`src/rtl/mpio_params.svh`:
```
// register indices, field positions and reset values for the ports
`ifndef MPIO_PARAMS_SVH
`define MPIO_PARAMS_SVH

// word index on the bus; byte address is four times the index
`define MPIO_ADDR_W             8
`define MPIO_IDX_INT_PORT       8'h02
`define MPIO_IDX_SIX_PORT       8'h03
`define MPIO_IDX_PWM_PORT       8'h04
`define MPIO_IDX_MIXED_PORT     8'h05
`define MPIO_IDX_VIDEO_PORT     8'h06
`define MPIO_IDX_MIXED_DIR      8'h08
`define MPIO_IDX_PWM_DIR        8'h0C
`define MPIO_IDX_VIDEO_DIR      8'h0D
`define MPIO_IDX_SIX_DIR        8'h2B
`define MPIO_IDX_CTRL           8'h40
`define MPIO_IDX_VIDEO_SEL      8'h41
// index bit that turns a port read into the latch view
`define MPIO_RMW_BIT            7

// control register fields
`define MPIO_CTRL_SIX_OD_LSB    0
`define MPIO_CTRL_MIXED_OD_LSB  2
`define MPIO_CTRL_MIXED_TOP     4
`define MPIO_CTRL_TEST_VIDEO    5
`define MPIO_CTRL_W             6
`define MPIO_CTRL_RST           6'h00
`define MPIO_VIDEO_SEL_RST      8'h00

// open-drain capable bit positions and the mixed top bit
`define MPIO_SIX_OD_BIT0        4
`define MPIO_MIXED_OD_BIT0      1
`define MPIO_MIXED_TOP_BIT      7
`define MPIO_VIDEO_OD_BITS      4

// port reset values
`define MPIO_LATCH_RST          8'hFF
`define MPIO_DIR_RST            8'h00
`define MPIO_INT_LATCH_RST      1'b1

`endif

```
`src/rtl/mpio_pkg.sv`:
```
// types and shared decoding for the parallel port block
`default_nettype none

package mpio_pkg;

   typedef enum logic [0:0] {
      MPIO_BUS_SAMPLE = 1'b0,
      MPIO_BUS_ANSWER = 1'b1
   } mpio_bus_state_t;

   typedef logic [7:0] mpio_byte_t;

   // read view of a port: pins normally, latch for output bits on rmw view
   function automatic mpio_byte_t mpio_read_view(input mpio_byte_t pin,
                                                 input mpio_byte_t latch,
                                                 input mpio_byte_t dir,
                                                 input logic rmw);
      mpio_byte_t v;
      v = rmw ? ((latch & dir) | (pin & ~dir)) : pin;
      return v;
   endfunction

endpackage

`default_nettype wire

```
`src/rtl/mpio_port.sv`:
```
// one programmable port: output latch and direction register
`timescale 1ns/10ps
`default_nettype none

module mpio_port
   import mpio_pkg::*;
#(
   parameter int W = 8,
   parameter logic [7:0] LATCH_RST = 8'hFF,
   parameter logic [7:0] DIR_RST = 8'h00
) (
   // clock and reset
   input  wire logic         clk_sys,
   input  wire logic         nrst,
   // write strobes and data
   input  wire logic         wr_latch,
   input  wire logic         wr_dir,
   input  wire logic [W-1:0] wdata,
   // state
   output logic      [W-1:0] latch_r,
   output logic      [W-1:0] dir_r
);

   logic [W-1:0] latch_nxt;
   logic [W-1:0] dir_nxt;

   if (W < 1 || W > 8) begin : g_chk
      $error("mpio_port width must be 1 to 8");
   end

   always_comb begin
      latch_nxt = latch_r;
      dir_nxt   = dir_r;
      if (wr_latch) begin
         latch_nxt = wdata;
      end
      if (wr_dir) begin
         dir_nxt = wdata;
      end
   end

   always_ff @(posedge clk_sys or negedge nrst) begin
      if (!nrst) begin
         latch_r <= LATCH_RST[W-1:0];
         dir_r   <= DIR_RST[W-1:0];
      end else begin
         latch_r <= latch_nxt;
         dir_r   <= dir_nxt;
      end
   end

endmodule // mpio_port

`default_nettype wire

```
`src/rtl/mpio_top.sv`:
```
// parallel port block: bus slave, latches, pin drive and read views
//
// Behaviour
// - output latches hold data; inputs read live
// - pins sampled in first machine state
// - writes take effect in second machine state
// - read-modify-write reads latch, others read pins
// - interrupt port latch resets to one
// - driven interrupt pin falling edge flags interrupt
// - interrupt port read defines only bit zero
// - direction bit zero input, one output
// - reset clears directions, sets latches all ones
// - latch writes ignore direction setting
// - video low nibble drives needing direction and select or test video; upper nibble needs direction only
// - video low nibble is sink-only open drain
// - mixed bit seven picks intensity or latch
// - video upper nibble picks display or latch
// - input bits read pins, rmw may overwrite
//
// Local design decisions: the register addresses and the Avalon-MM slave port.
`timescale 1ns/10ps
`default_nettype none
`include "mpio_params.svh"

module mpio_top
   import mpio_pkg::*;
(
   // clock and reset
   input  wire logic                    clk_sys,
   input  wire logic                    nrst,
   // avalon-mm slave
   input  wire logic [`MPIO_ADDR_W-1:0] avs_address,
   input  wire logic                    avs_read,
   input  wire logic                    avs_write,
   input  wire logic [31:0]             avs_writedata,
   input  wire logic [3:0]              avs_byteenable,
   output logic      [31:0]             avs_readdata,
   output logic                         avs_waitrequest,
   // interrupt port pin
   input  wire logic                    interrupt_pin_in,
   output logic                         interrupt_pin_out,
   output logic                         interrupt_pin_oe_n,
   output logic                         ext_int_fall,
   // six-bit port pins
   input  wire logic [5:0]              six_bit_port_in,
   output logic      [5:0]              six_bit_port_out,
   output logic      [5:0]              six_bit_port_oe_n,
   // pwm port pins
   input  wire logic [7:0]              pwm_port_in,
   output logic      [7:0]              pwm_port_out,
   output logic      [7:0]              pwm_port_oe_n,
   // mixed port pins
   input  wire logic [7:0]              mixed_port_in,
   output logic      [7:0]              mixed_port_out,
   output logic      [7:0]              mixed_port_oe_n,
   // video port pins
   input  wire logic [7:0]              video_port_in,
   output logic      [7:0]              video_port_out,
   output logic      [7:0]              video_port_oe_n,
   // peripheral function outputs
   input  wire logic [5:0]              six_func_out,
   input  wire logic [7:0]              pwm_func_out,
   input  wire logic [6:0]              mixed_func_out,
   input  wire logic                    osd_intensity,
   input  wire logic [3:0]              osd_colour,
   input  wire logic [3:0]              test_video_out
);

   // bus state
   mpio_bus_state_t             state_r;
   mpio_bus_state_t             state_nxt;
   logic                        waitreq_r;
   logic                        waitreq_nxt;
   logic [31:0]                 rdata_r;
   logic [31:0]                 rdata_nxt;
   // local control registers
   logic [`MPIO_CTRL_W-1:0]     ctrl_r;
   logic [`MPIO_CTRL_W-1:0]     ctrl_nxt;
   logic [7:0]                  vsel_r;
   logic [7:0]                  vsel_nxt;
   logic                        int_latch_r;
   logic                        int_latch_nxt;
   // pin drive registers
   logic                        int_out_r;
   logic                        int_oe_n_r;
   logic                        int_prev_r;
   logic                        int_fall_r;
   logic [5:0]                  six_out_r;
   logic [5:0]                  six_oe_n_r;
   logic [7:0]                  pwm_out_r;
   logic [7:0]                  pwm_oe_n_r;
   logic [7:0]                  mix_out_r;
   logic [7:0]                  mix_oe_n_r;
   logic [7:0]                  vid_out_r;
   logic [7:0]                  vid_oe_n_r;
   logic [5:0]                  six_out_nxt;
   logic [5:0]                  six_oe_n_nxt;
   logic [7:0]                  pwm_out_nxt;
   logic [7:0]                  pwm_oe_n_nxt;
   logic [7:0]                  mix_out_nxt;
   logic [7:0]                  mix_oe_n_nxt;
   logic [7:0]                  vid_out_nxt;
   logic [7:0]                  vid_oe_n_nxt;
   // decode
   logic                        take_wr;
   logic                        rmw;
   logic [`MPIO_ADDR_W-1:0]     idx;
   logic [7:0]                  wbyte;
   logic                        wr_six;
   logic                        wr_pwm;
   logic                        wr_mix;
   logic                        wr_vid;
   logic                        wr_six_dir;
   logic                        wr_pwm_dir;
   logic                        wr_mix_dir;
   logic                        wr_vid_dir;
   // port state
   logic [5:0]                  six_latch;
   logic [5:0]                  six_dir;
   logic [7:0]                  pwm_latch;
   logic [7:0]                  pwm_dir;
   logic [7:0]                  mix_latch;
   logic [7:0]                  mix_dir;
   logic [7:0]                  vid_latch;
   logic [7:0]                  vid_dir;

   // the rmw alias bit is stripped so both views share one decode
   always_comb begin
      idx = avs_address;
      idx[`MPIO_RMW_BIT] = 1'b0;
   end

   assign rmw     = avs_address[`MPIO_RMW_BIT];
   assign wbyte   = avs_writedata[7:0];
   // write is taken at the edge that ends the first state
   assign take_wr = (state_r == MPIO_BUS_SAMPLE) && avs_write &&
                    avs_byteenable[0] && !rmw;
   assign wr_six     = take_wr && (idx == `MPIO_IDX_SIX_PORT);
   assign wr_pwm     = take_wr && (idx == `MPIO_IDX_PWM_PORT);
   assign wr_mix     = take_wr && (idx == `MPIO_IDX_MIXED_PORT);
   assign wr_vid     = take_wr && (idx == `MPIO_IDX_VIDEO_PORT);
   assign wr_six_dir = take_wr && (idx == `MPIO_IDX_SIX_DIR);
   assign wr_pwm_dir = take_wr && (idx == `MPIO_IDX_PWM_DIR);
   assign wr_mix_dir = take_wr && (idx == `MPIO_IDX_MIXED_DIR);
   assign wr_vid_dir = take_wr && (idx == `MPIO_IDX_VIDEO_DIR);

   mpio_port #(.W(6), .LATCH_RST(`MPIO_LATCH_RST), .DIR_RST(`MPIO_DIR_RST))
      u_six (
      .clk_sys  (clk_sys),
      .nrst     (nrst),
      .wr_latch (wr_six),
      .wr_dir   (wr_six_dir),
      .wdata    (wbyte[5:0]),
      .latch_r  (six_latch),
      .dir_r    (six_dir)
   );

   mpio_port #(.W(8), .LATCH_RST(`MPIO_LATCH_RST), .DIR_RST(`MPIO_DIR_RST))
      u_pwm (
      .clk_sys  (clk_sys),
      .nrst     (nrst),
      .wr_latch (wr_pwm),
      .wr_dir   (wr_pwm_dir),
      .wdata    (wbyte),
      .latch_r  (pwm_latch),
      .dir_r    (pwm_dir)
   );

   mpio_port #(.W(8), .LATCH_RST(`MPIO_LATCH_RST), .DIR_RST(`MPIO_DIR_RST))
      u_mix (
      .clk_sys  (clk_sys),
      .nrst     (nrst),
      .wr_latch (wr_mix),
      .wr_dir   (wr_mix_dir),
      .wdata    (wbyte),
      .latch_r  (mix_latch),
      .dir_r    (mix_dir)
   );

   mpio_port #(.W(8), .LATCH_RST(`MPIO_LATCH_RST), .DIR_RST(`MPIO_DIR_RST))
      u_vid (
      .clk_sys  (clk_sys),
      .nrst     (nrst),
      .wr_latch (wr_vid),
      .wr_dir   (wr_vid_dir),
      .wdata    (wbyte),
      .latch_r  (vid_latch),
      .dir_r    (vid_dir)
   );

   // bus sequencing and local registers
   always_comb begin
      state_nxt     = state_r;
      waitreq_nxt   = 1'b1;
      rdata_nxt     = rdata_r;
      ctrl_nxt      = ctrl_r;
      vsel_nxt      = vsel_r;
      int_latch_nxt = int_latch_r;
      unique case (state_r)
         MPIO_BUS_SAMPLE: begin
            if (avs_read || avs_write) begin
               state_nxt   = MPIO_BUS_ANSWER;
               waitreq_nxt = 1'b0;
            end
            if (avs_read) begin
               rdata_nxt = 32'h0000_0000;
               // pins are sampled here, in the first state
               unique case (idx)
                  `MPIO_IDX_INT_PORT:
                     // upper bits have no meaning and read as zero
                     rdata_nxt[0] = rmw ? int_latch_r
                                        : interrupt_pin_in;
                  `MPIO_IDX_SIX_PORT:
                     rdata_nxt[7:0] = mpio_read_view({2'b00, six_bit_port_in},
                        {2'b00, six_latch}, {2'b00, six_dir}, rmw);
                  `MPIO_IDX_PWM_PORT:
                     rdata_nxt[7:0] = mpio_read_view(pwm_port_in, pwm_latch,
                        pwm_dir, rmw);
                  `MPIO_IDX_MIXED_PORT:
                     rdata_nxt[7:0] = mpio_read_view(mixed_port_in, mix_latch,
                        mix_dir, rmw);
                  `MPIO_IDX_VIDEO_PORT:
                     rdata_nxt[7:0] = mpio_read_view(video_port_in, vid_latch,
                        vid_dir, rmw);
                  `MPIO_IDX_CTRL:
                     rdata_nxt[`MPIO_CTRL_W-1:0] = ctrl_r;
                  `MPIO_IDX_VIDEO_SEL:
                     rdata_nxt[7:0] = vsel_r;
                  default:
                     rdata_nxt = 32'h0000_0000;
               endcase
            end
            if (take_wr) begin
               unique case (idx)
                  `MPIO_IDX_INT_PORT:  int_latch_nxt = wbyte[0];
                  `MPIO_IDX_CTRL:      ctrl_nxt = wbyte[`MPIO_CTRL_W-1:0];
                  `MPIO_IDX_VIDEO_SEL: vsel_nxt = wbyte;
                  default:             ;
               endcase
            end
         end
         MPIO_BUS_ANSWER: begin
            state_nxt = MPIO_BUS_SAMPLE;
         end
      endcase
   end

   always_ff @(posedge clk_sys or negedge nrst) begin
      if (!nrst) begin
         state_r     <= MPIO_BUS_SAMPLE;
         waitreq_r   <= 1'b1;
         rdata_r     <= 32'h0000_0000;
         ctrl_r      <= `MPIO_CTRL_RST;
         vsel_r      <= `MPIO_VIDEO_SEL_RST;
         int_latch_r <= `MPIO_INT_LATCH_RST;
      end else begin
         state_r     <= state_nxt;
         waitreq_r   <= waitreq_nxt;
         rdata_r     <= rdata_nxt;
         ctrl_r      <= ctrl_nxt;
         vsel_r      <= vsel_nxt;
         int_latch_r <= int_latch_nxt;
      end
   end

   // pin drive: level, then open-drain or push-pull enable
   always_comb begin
      logic [7:0] lvl;
      logic       drv;
      lvl          = 8'h00;
      drv          = 1'b0;
      six_out_nxt  = six_latch & six_func_out;
      six_oe_n_nxt = ~six_dir;
      for (int i = 0; i < 2; i++) begin
         if (ctrl_r[`MPIO_CTRL_SIX_OD_LSB + i]) begin
            six_oe_n_nxt[`MPIO_SIX_OD_BIT0 + i] =
               ~(six_dir[`MPIO_SIX_OD_BIT0 + i] &
                 ~six_out_nxt[`MPIO_SIX_OD_BIT0 + i]);
         end
      end
      pwm_out_nxt  = pwm_latch & pwm_func_out;
      pwm_oe_n_nxt = ~pwm_dir;
      mix_out_nxt  = {ctrl_r[`MPIO_CTRL_MIXED_TOP] ? mix_latch[7]
                      : osd_intensity,
                      mix_latch[6:0] & mixed_func_out};
      mix_oe_n_nxt = ~mix_dir;
      for (int i = 0; i < 2; i++) begin
         if (ctrl_r[`MPIO_CTRL_MIXED_OD_LSB + i]) begin
            mix_oe_n_nxt[`MPIO_MIXED_OD_BIT0 + i] =
               ~(mix_dir[`MPIO_MIXED_OD_BIT0 + i] &
                 ~mix_out_nxt[`MPIO_MIXED_OD_BIT0 + i]);
         end
      end
      lvl = vid_latch;
      for (int i = 4; i < 8; i++) begin
         if (!vsel_r[i]) begin
            lvl[i] = osd_colour[i - 4];
         end
      end
      if (ctrl_r[`MPIO_CTRL_TEST_VIDEO]) begin
         lvl[3:0] = vid_latch[3:0] & test_video_out;
      end
      vid_out_nxt  = lvl;
      vid_oe_n_nxt = ~vid_dir;                      // upper bits
      for (int i = 0; i < `MPIO_VIDEO_OD_BITS; i++) begin
         drv = vid_dir[i] &
               (vsel_r[i] | ctrl_r[`MPIO_CTRL_TEST_VIDEO]);
         vid_oe_n_nxt[i] = ~(drv & ~lvl[i]);
      end
   end

   always_ff @(posedge clk_sys or negedge nrst) begin
      if (!nrst) begin
         int_out_r  <= `MPIO_INT_LATCH_RST;
         int_oe_n_r <= 1'b1;
         int_prev_r <= 1'b1;
         int_fall_r <= 1'b0;
         six_out_r  <= 6'(`MPIO_LATCH_RST);
         six_oe_n_r <= 6'h3F;
         pwm_out_r  <= `MPIO_LATCH_RST;
         pwm_oe_n_r <= 8'hFF;
         mix_out_r  <= `MPIO_LATCH_RST;
         mix_oe_n_r <= 8'hFF;
         vid_out_r  <= `MPIO_LATCH_RST;
         vid_oe_n_r <= 8'hFF;
      end else begin
         int_out_r  <= int_latch_r;
         int_oe_n_r <= int_latch_r;                 // sinks only when latch is 0
         int_prev_r <= interrupt_pin_in;
         int_fall_r <= int_prev_r & ~interrupt_pin_in;
         six_out_r  <= six_out_nxt;
         six_oe_n_r <= six_oe_n_nxt;
         pwm_out_r  <= pwm_out_nxt;
         pwm_oe_n_r <= pwm_oe_n_nxt;
         mix_out_r  <= mix_out_nxt;
         mix_oe_n_r <= mix_oe_n_nxt;
         vid_out_r  <= vid_out_nxt;
         vid_oe_n_r <= vid_oe_n_nxt;
      end
   end

   assign avs_readdata       = rdata_r;
   assign avs_waitrequest    = waitreq_r;
   assign interrupt_pin_out  = int_out_r;
   assign interrupt_pin_oe_n = int_oe_n_r;
   assign ext_int_fall       = int_fall_r;
   assign six_bit_port_out   = six_out_r;
   assign six_bit_port_oe_n  = six_oe_n_r;
   assign pwm_port_out       = pwm_out_r;
   assign pwm_port_oe_n      = pwm_oe_n_r;
   assign mixed_port_out     = mix_out_r;
   assign mixed_port_oe_n    = mix_oe_n_r;
   assign video_port_out     = vid_out_r;
   assign video_port_oe_n    = vid_oe_n_r;

endmodule // mpio_top

`default_nettype wire

```
`config.mk`:
```
export PLATFORM = sky130hd
export DESIGN_NAME = mpio_top
export DESIGN_NICKNAME = d
export VERILOG_FILES = /design/src/rtl/mpio_pkg.sv /design/src/rtl/mpio_port.sv /design/src/rtl/mpio_top.sv
export VERILOG_INCLUDE_DIRS = /design/src /design/src/rtl
export SDC_FILE = /design/constraint.sdc
export NUM_CORES = 1
export LEC_CHECK = 0
export BUFFER_PORTS_ARGS = -buffer_cell sky130_fd_sc_hd__buf_2
export CORE_ASPECT_RATIO = 2
export CORE_MARGIN = 5
export CORE_UTILIZATION = 30
export CTS_CLUSTER_SIZE = 12
export DETAILED_ROUTE_END_ITERATION = 16
export PLACE_DENSITY_LB_ADDON = 0.15
export SETUP_SLACK_MARGIN = 0.5
export SYNTH_ARGS = -nofsm -noshare
export SYNTH_HDL_FRONTEND = slang
export SYNTH_HIERARCHICAL = 1
export SYNTH_SLANG_ARGS = --single-unit
```
`constraint.sdc`:
```
create_clock -name clk_sys -period 1.8 [get_ports clk_sys]
set_input_delay 0.09 -clock clk_sys [delete_from_list [all_inputs] [get_ports clk_sys]]
set_output_delay 0.09 -clock clk_sys [all_outputs]
set_load 0.02 [all_outputs]
```
## Word level (Yosys, flattened, before mapping)

Cells that the tools add are included.

- Bits in registers: 148
- Word-level logic and storage cells: 131
- Bits of input ports: 109
- Output and inout port bits: 96

- Reduce and logical (&&, ||, !) cells: 17
- Eq/ne operators: 11
- Mux-type cells: 22
- Bitwise operators: 56

Operator list:

| kind | number |
|---|---|
| $and 8x8->8 | 7 |
| $mux 8 | 4 |
| $pmux 5 s6 | 1 |
| $not 8->8 | 3 |
| $or 8x8->8 | 3 |
| $eq 7x3->1 const B | 3 |
| $eq 7x4->1 const B | 3 |
| $not 1->1 | 18 |
| $eq 7x2->1 const B | 2 |
| $eq 7x7->1 const B | 2 |
| $and 1x1->1 | 13 |
| $mux 1 | 13 |
| $and 6x6->6 | 2 |
| $logic_and 1x1->1 | 11 |
| $pmux 2 s5 | 1 |
| $reduce_and 3->1 | 3 |
| $and 6x8->8 | 1 |
| $not 6->8 | 1 |
| $or 6x8->8 | 1 |
| $and 7x7->7 | 1 |
| $eq 7x6->1 const B | 1 |
| $pmux 1 s7 | 1 |
| $not 6->6 | 1 |
| $and 4x4->4 | 1 |
| other kinds (6) | 9 |

## Longest topological paths before layout

Gate-level depths: netlist of run 1.

- Depth after elaboration: 5
- Gate-level depth with buffers: 7
- Depth with buffers taken out: 5

## By module

Netlist of run 1, hierarchy kept.

By module, submodules not included:

| module | cells an instance | sequential area each (µm²) | area an instance (µm²) | times used |
|---|---|---|---|---|
| mpio_top | 370 | 2282.2 | 4210.3 | 1 |
| mpio_port (u_mix ...) | 34 | 410.4 | 673.1 | 3 |
| mpio_port (u_six) | 26 | 307.8 | 510.5 | 1 |

## Worst setup path after synthesis of run 1

OpenSTA, ideal clock, no wires.

- Kind: reg-to-reg
- Start point: register state_r
- End point: register u_mix.dir_r[0]
- Buffers on the path: 2
- Setup time: 125 ps
- Slack: -154 ps
- Data required time: 1675 ps
- Cell stages (with the launch flop): 7
- Data arrival time: 1829 ps
- Clock period less this slack: 1954 ps
- Cells stage by stage: dfrtp_1 > nor4bb_1 > clkbuf_1 > and4_1 > nor3b_1 > buf_6 > mux2_4

- Cells in the longest elaborated chain, start to end: 5

RTL lines:

| what | RTL line | source |
|---|---|---|
| from (decl) | mpio_top.sv:70 | `mpio_bus_state_t state_r;` |
| from (signal assigned) | mpio_top.sv:257 | `state_r <= state_nxt;` |
| $not 1->1 (no source line) | - |  |
| $logic_and 1x1->1 (2 in a row) | mpio_top.sv:136 | `assign take_wr = (state_r == MPIO_BUS_SAMPLE) && avs_write &&` |
| $logic_and 1x1->1 | mpio_top.sv:137 | `avs_byteenable[0] && !rmw;` |
| $logic_and 1x1->1 | mpio_top.sv:144 | `` assign wr_mix_dir = take_wr && (idx == `MPIO_IDX_MIXED_DIR); `` |
| named net wr_mix_dir | mpio_top.sv:115 | `logic wr_mix_dir;` |
| to (signal assigned) | mpio_port.sv:45 | `dir_r <= DIR_RST[W-1:0];` |
| to (signal assigned) | mpio_port.sv:48 | `dir_r <= dir_nxt;` |
| to (decl) | mpio_port.sv:21 | `output logic [W-1:0] dir_r` |

The timed path passes the listed nets, and every way through them passes these cells.
A chain may end at the register's enable or synchronous reset.

## Final worst setup path of run 1

Ends and elaborated chain as after synthesis.

==> results.tsv, run 1 <==
stage	metric	value	unit
global_routing	grt_pass1_vias	5208	
hold_path	min_path_type	primary input to flip-flop	
detailed_routing	ant_nets	0	
global_routing	grt_max_degree	42	
sta	finalCriticalPeriod	1845	ps
critical_path	crit_chain	nor4bb_1 > buf_4 > and4_4 > nor3b_4 > buf_6 > mux2_4	
logic_synthesis	ys_types	45	
placement	dpl.hpwl	15.91	mm
power_and_ir_drop	p_seq_share	46.1	%
layout	drive_above_1_share	56.83	%
cts	clk_pin_slew_worst_paths	60	ps
logic_synthesis	netlist_area	0.006740	mm^2
power_and_ir_drop	peakVddDrop	0.4724	mV
logic_synthesis	synth_cells	498	
cts	htreeDepth	4	
cts	numCtsBuffers	17	
detailed_routing	vias	4722	
layout	final_cell_mix	buf_2 (152), dfstp_2 (94), mux2_4 (69)	
critical_path	cp_num_cells	6	
layout	area_growth	33.95	%
sta	slew_viol_final	0	
cts	cts_sinks	148	
sta	setup_ws	-45.11	ps
cts	clockBufferDepth	2	
detailed_routing	drc_errors	0	
flow_run	timing.max_cap.violations	0	
layout	stdcell_area	0.009029	mm^2
logic_synthesis	ys_seq_area_share	56.69	%
critical_path	cp_slowest_stage_delay	380	ps
cts	clock_latency	430	ps
power_and_ir_drop	power_switching_share	23.81	%
power_and_ir_drop	p_leak	4.115	nW
logic_synthesis	synth_ff_type	dfstp_2	
power_and_ir_drop	p_int	5.795	mW
sta	finalCritPeriodShare	102.5	%
sta	timing.fmax	542.0	MHz
sta	rsz0062_at_grt	yes	
power_and_ir_drop	power.switching	1.811	mW
critical_path	cpMaxStageDelayCell	dfrtp_1	
outcome	violations	negative setup slack	
detailed_routing	dr.first_iter.drc_count	151	
logic_synthesis	synth_area_leaders	dfstp_2 (37%), dfrtp_1 (20%), mux2_4 (13%), mux2_2 (3.5%), buf_4 (2.9%)	
detailed_routing	drt-total-wl	21.07	mm
sta	slew_headroom	59.85	%
layout	layout_commonest_cell	buf_2	
sta	hold_viol_final	0	
detailed_routing	routedWlPerCell	20.72	um
critical_path	arrival	2160	ps
floorplanning	die_w	116.0	um
critical_path	path_buf_inv	2	
cts	cts_tree	yes	
floorplanning	core	0.02216	mm^2
layout	nNetsFinal	835	
power_and_ir_drop	combPwrFrac	9.4	%
outcome	outcome	finished with violations	
hold_path	hold_start	avs_writedata[6]	
critical_path	path_max_fanout	4	
layout	multi_input_area	0.002650	mm^2
global_routing	grt_util_all_layers	16.93	%
floorplanning	placementRows	77	
power_and_ir_drop	finalPower	7.606	mW
power_and_ir_drop	clkPwrFrac	44.5	%
placement	place_congestion	0.8199	
critical_path	path_class	flip-flop to flip-flop	
logic_synthesis	async_reset_ff_share	100.0	%
critical_path	start_kind	flip-flop	
critical_path	rr_startpoint	state_r$_DFF_PN0_	
cts	cts-root-buf	clkbuf_16	
detailed_routing	vias_per_cell	4.643	
placement	placed_cell_area	0.007966	mm^2
logic_synthesis	synth_top_area_share	36.64	%
hold_path	holdPathStages	2	
logic_synthesis	ys_ff_latch	148	
logic_synthesis	synth_edf_count	0	
floorplanning	dieHeight	222.0	um
logic_synthesis	syn_area_per_cell	13.53	um^2
power_and_ir_drop	powerDensity	842.5	mW/mm^2
floorplanning	io_pins	205	
logic_synthesis	synth_top_cell_by_area	dfstp_2	
logic_synthesis	yosys_warnings	6	
floorplanning	start_util	30.42	%
placement	io_buffers	153	
sta	setup_viol	8	
detailed_routing	first_pass_iters	4	
global_routing	grt.overflow.total	0	
global_routing	grt_first_pass_wirelength	31.68	mm
floorplanning	die_area	0.02575	mm^2
critical_path	r2r_cells	6	
critical_path	endpoint_kind	flip-flop	
placement	pre_cts_slack	-88.70	ps
critical_path	crit_family	simple AND/OR/NAND/NOR gates	
global_routing	antenna_found_initial	2	
layout	nFillCells	2113	
layout	regArea	0.003822	mm^2
sta	skew	7.497	ps
layout	postLayoutCoreUtil	40.75	%
sta	worstMarginPinSlew	601.6	ps
critical_path	worst_ep_required_time	2120	ps
critical_path	crit_path_start	state_r$_DFF_PN0_	
## Yosys cell counts (12+ instances only)
library cell,n
dfstp_2,94
mux2_4,60
dfrtp_1,54
nand2_1,36
inv_1,27
buf_4,26
and2_1,21
mux2_2,21
o211ai_1,17
and3_1,15
mux2i_1,13
a21boi_0,12
## stage by stage
stage | TNS [ps] | instances | hold WS [ps]
floorplan | 0 | 521 | -205.6
global placement | -1750 | 942 | 52.92
detailed placement | -1386 | 942 | 65.44
CTS | -211.1 | 1014 | 1.496
global route | -1436 | 1017 | 15.24
finish | -285.4 | 1017 | 33.46
## worst register-to-register path, delay by kind of cell (launching register included)
| kind | cells | cell delay [ps] |
|---|---|---|
| simple gates | 3 | 730 |
| buf+inv | 2 | 330 |
| flops | 1 | 380 |
| mux | 1 | 300 |
## logic make-up after synthesis
logic type      share of synthesized area (%)
mux                                     18.80
other cells                           0.05564
xor+xnor                               0.1300
buf+inv                                 6.664
flops                                   56.69
compound gates                          7.593
simple gates                            10.06
## power by group through the flow
stage	Clock, mW	Combinational [mW]	Sequential (mW)
2_1_floorplan	0	0.272	3.60
3_3_place_gp	0	0.645	3.55
3_5_place_dp	0	0.653	3.56
4_1_cts	3.51	0.725	3.50
5_1_grt	3.62	0.781	3.51
6_report	3.39	0.715	3.50
## layout make-up
| cell class | count | area share [%] |
|---|---|---|
| inverter | 27 | 1.123 |
| antenna | 2 | 0.05543 |
| clock inverter | 4 | 0.5405 |
| sequential | 148 | 42.34 |
| multi-input combinational | 301 | 29.35 |
| timing repair buffer | 231 | 17.16 |
| clock buffer | 28 | 5.613 |
| tap | 276 | 3.825 |
## path summary, 6_finish.rpt
kind / slack (ps) / to
worst min-delay path: 30 / u_mix/dir_r[6]$_DFFE_PN0P_
worst max register to register: -50 / u_mix/dir_r[0]$_DFFE_PN0P_
min in group asynchronous: 170 / avs_readdata[0]$_DFFE_PN0P_
max in group asynchronous: 970 / u_vid/latch_r[5]$_DFFE_PN1P_
worst max-delay path: -50 / u_mix/dir_r[0]$_DFFE_PN0P_
worst min register to register: 420 / six_bit_port_oe_n[0]$_DFF_PN1_
## repair_timing
| action | in CTS | in global routing |
|---|---|---|
| buffers inserted | 6 | 1 |
| hold endpoints to repair | 110 | 0 |
| gates resized for setup | 26 | 3 |
| pin swaps | 13 | 6 |
| endpoints found under the setup margin | 81 | 86 |
| hold buffers | 34 | 0 |
## per-layer routing
layer / vias to the layer above / GRT usage [%] / wire length, um
li1: 2148 / - / -
met1: 2377 / 17.16 / 7085
met2: 159 / 31.48 / 12080
met3: 38 / 4.015 / 1061
met4: 0 / 7.981 / 848
met5: - / 0 / 0
Note: power is estimated with default switching activity, not from simulation.
==> run 2, diff against run 1 <==
--- a/config.mk
+++ b/config.mk
@@ -9,7 +9,7 @@
 export BUFFER_PORTS_ARGS = -buffer_cell sky130_fd_sc_hd__buf_2
 export CORE_ASPECT_RATIO = 2
 export CORE_MARGIN = 5
-export CORE_UTILIZATION = 30
+export CORE_UTILIZATION = 47
 export CTS_CLUSTER_SIZE = 12
 export DETAILED_ROUTE_END_ITERATION = 16
 export PLACE_DENSITY_LB_ADDON = 0.15
==> results.tsv, run 2 (synthesis gave the netlist of run 1 again) <==
stage	metric	value	unit
outcome	outcome	finished, final reports clean	
cts	htreeDepth	4	
sta	finalCritPeriodShare	98.63	%
critical_path	path_class	flip-flop to flip-flop	
cts	cts_sinks	148	
detailed_routing	dr.first_iter.drc_count	171	
global_routing	grt.overflow.total	0	
detailed_routing	first_pass_iters	4	
sta	slew_viol_final	0	
global_routing	grt_first_pass_wirelength	26.21	mm
placement	dp_cells	850	
floorplanning	core	0.01420	mm^2
power_and_ir_drop	clkPwrFrac	46.5	%
cts	numCtsBuffers	17	
floorplanning	dieHeight	179.4	um
sta	hold_viol_final	0	
sta	timing.fmax	563.3	MHz
flow_run	timing.max_cap.violations	0	
critical_path	arrival	2080	ps
hold_path	min_path_type	primary input to flip-flop	
layout	drive_above_1_share	58.29	%
sta	finalCriticalPeriod	1775	ps
sta	setup_viol	0	
floorplanning	io_pins	205	
power_and_ir_drop	combPwrFrac	8.9	%
sta	worstMarginPinSlew	528.6	ps
layout	antenna_cells	0	
critical_path	r2r_slack	20	ps
layout	nNetsFinal	832	
global_routing	grt_max_degree	49	
sta	setup_ws	24.73	ps
critical_path	r2r_cells	5	
detailed_routing	vias_per_cell	4.941	
placement	placed_cell_area	0.007814	mm^2
detailed_routing	drc_errors	0	
detailed_routing	drt-total-wl	16.89	mm
detailed_routing	ant_nets	0	
placement	pre_cts_slack	-78.19	ps
power_and_ir_drop	power.switching	1.889	mW
detailed_routing	routedWlPerCell	18.20	um
floorplanning	die_w	94.68	um
hold_path	holdPathStages	2	
placement	dpl.hpwl	12.10	mm
power_and_ir_drop	peakVddDrop	0.6833	mV
sta	skew	8.545	ps
layout	stdcell_area	0.008974	mm^2
layout	final_cell_mix	buf_2 (152), dfstp_2 (94), mux2_4 (61)	
critical_path	path_max_fanout	8	
critical_path	worst_ep_required_time	2100	ps
layout	layout_commonest_cell	buf_2	
floorplanning	placementRows	62	
sta	slew_headroom	64.72	%
layout	nFillCells	1144	
cts	clockBufferDepth	2	
power_and_ir_drop	powerDensity	874.1	mW/mm^2
sta	rsz0062_at_grt	yes	
detailed_routing	vias	4585	
power_and_ir_drop	p_leak	4.102	nW
floorplanning	die_area	0.01698	mm^2
global_routing	antenna_found_initial	0	
power_and_ir_drop	p_int	5.954	mW
cts	cts-root-buf	clkbuf_16	
critical_path	endpoint_kind	flip-flop	
power_and_ir_drop	power_switching_share	24.09	%
floorplanning	start_util	47.48	%
placement	io_buffers	153	
global_routing	grt_pass1_vias	4753	
cts	clk_pin_slew_worst_paths	60	ps
layout	instances_no_fill	928	
cts	cts_tree	yes	
global_routing	grt_util_all_layers	20.78	%
power_and_ir_drop	p_seq_share	44.6	%
placement	place_congestion	0.7897	
critical_path	start_kind	flip-flop	
layout	area_growth	33.14	%
cts	clock_latency	420	ps
[run 2: changes by cell type in the layout (fill, tap and decap cells not counted), moves of 4 or more]
cell / change
clkbuf_1: -5
mux2_4: -8
mux2_2: +8
buf_4: -8
clkbuf_8: -4
clkinv_4: +4
buf_6: +5
[run 2: power by group through the flow]
stage / sequential, mW / clock, mW / combinational [mW]
floorplan: 3.60 / 0 / 0.272
global placement: 3.55 / 0 / 0.610
detailed placement: 3.55 / 0 / 0.616
CTS: 3.50 / 3.73 / 0.699
global route: 3.51 / 3.86 / 0.766
finish: 3.50 / 3.64 / 0.702
[run 2: cell type report]
cell class	instances	area (um^2)	area share (%)
sequential	148	3822	42.60
multi-input combinational	301	2646	29.49
timing repair buffer	228	1555	17.33
clock buffer	19	432.9	4.824
tap	192	240.2	2.677
clock inverter	13	175.2	1.952
inverter	27	101.3	1.129
[run 2: worst paths after layout]
path,start,end
min in group asynchronous,nrst,u_mix/dir_r[1]$_DFFE_PN0P_
max reg2reg,state_r$_DFF_PN0_,u_mix/dir_r[0]$_DFFE_PN0P_
min,avs_writedata[6],u_mix/latch_r[6]$_DFFE_PN1P_
min reg2reg,int_latch_r$_DFFE_PN1P_,interrupt_pin_oe_n$_DFF_PN1_
max in group asynchronous,nrst,six_bit_port_out[2]$_DFF_PN1_
max,state_r$_DFF_PN0_,u_mix/dir_r[0]$_DFFE_PN0P_
[run 2: repair_timing]
| item | 4_1_cts | 5_1_grt |
|---|---|---|
| setup endpoints to repair | 81 | 84 |
| pin swaps | 8 | 7 |
| buffers inserted | 9 | 4 |
| resized for setup | 26 | 8 |
| hold buffers | 33 | 0 |
| endpoints found under the hold margin | 111 | 0 |
[run 2: routing by layer]
metal	global-route usage (%)	up-vias	wire length (um)
li1	-	2147	-
met4	7.229	0	316
met1	26.09	2288	7132
met5	0	-	0
met3	4.680	17	838
met2	35.05	133	8601
[run 2: per-stage QoR]
step	setup TNS [ps]	utilization (%)	total power, mW	hold slack [ps]
6_report	0	63.21	7.844	28.59
3_5_place_dp	-983.8	55.04	4.165	44.64
2_1_floorplan	0	-	3.873	-205.6
3_3_place_gp	-123.1	55.04	4.157	44.98
5_1_grt	-820.2	63.21	8.128	21.42
4_1_cts	0	62.78	7.928	7.722
[run 2: critical path, cell delays in order (launching register included)]
cell      delay (ps)
dfrtp_1          400
nor4bb_4         280
and4_4           270
nor3b_4          220
buf_12           180
mux2_4           300
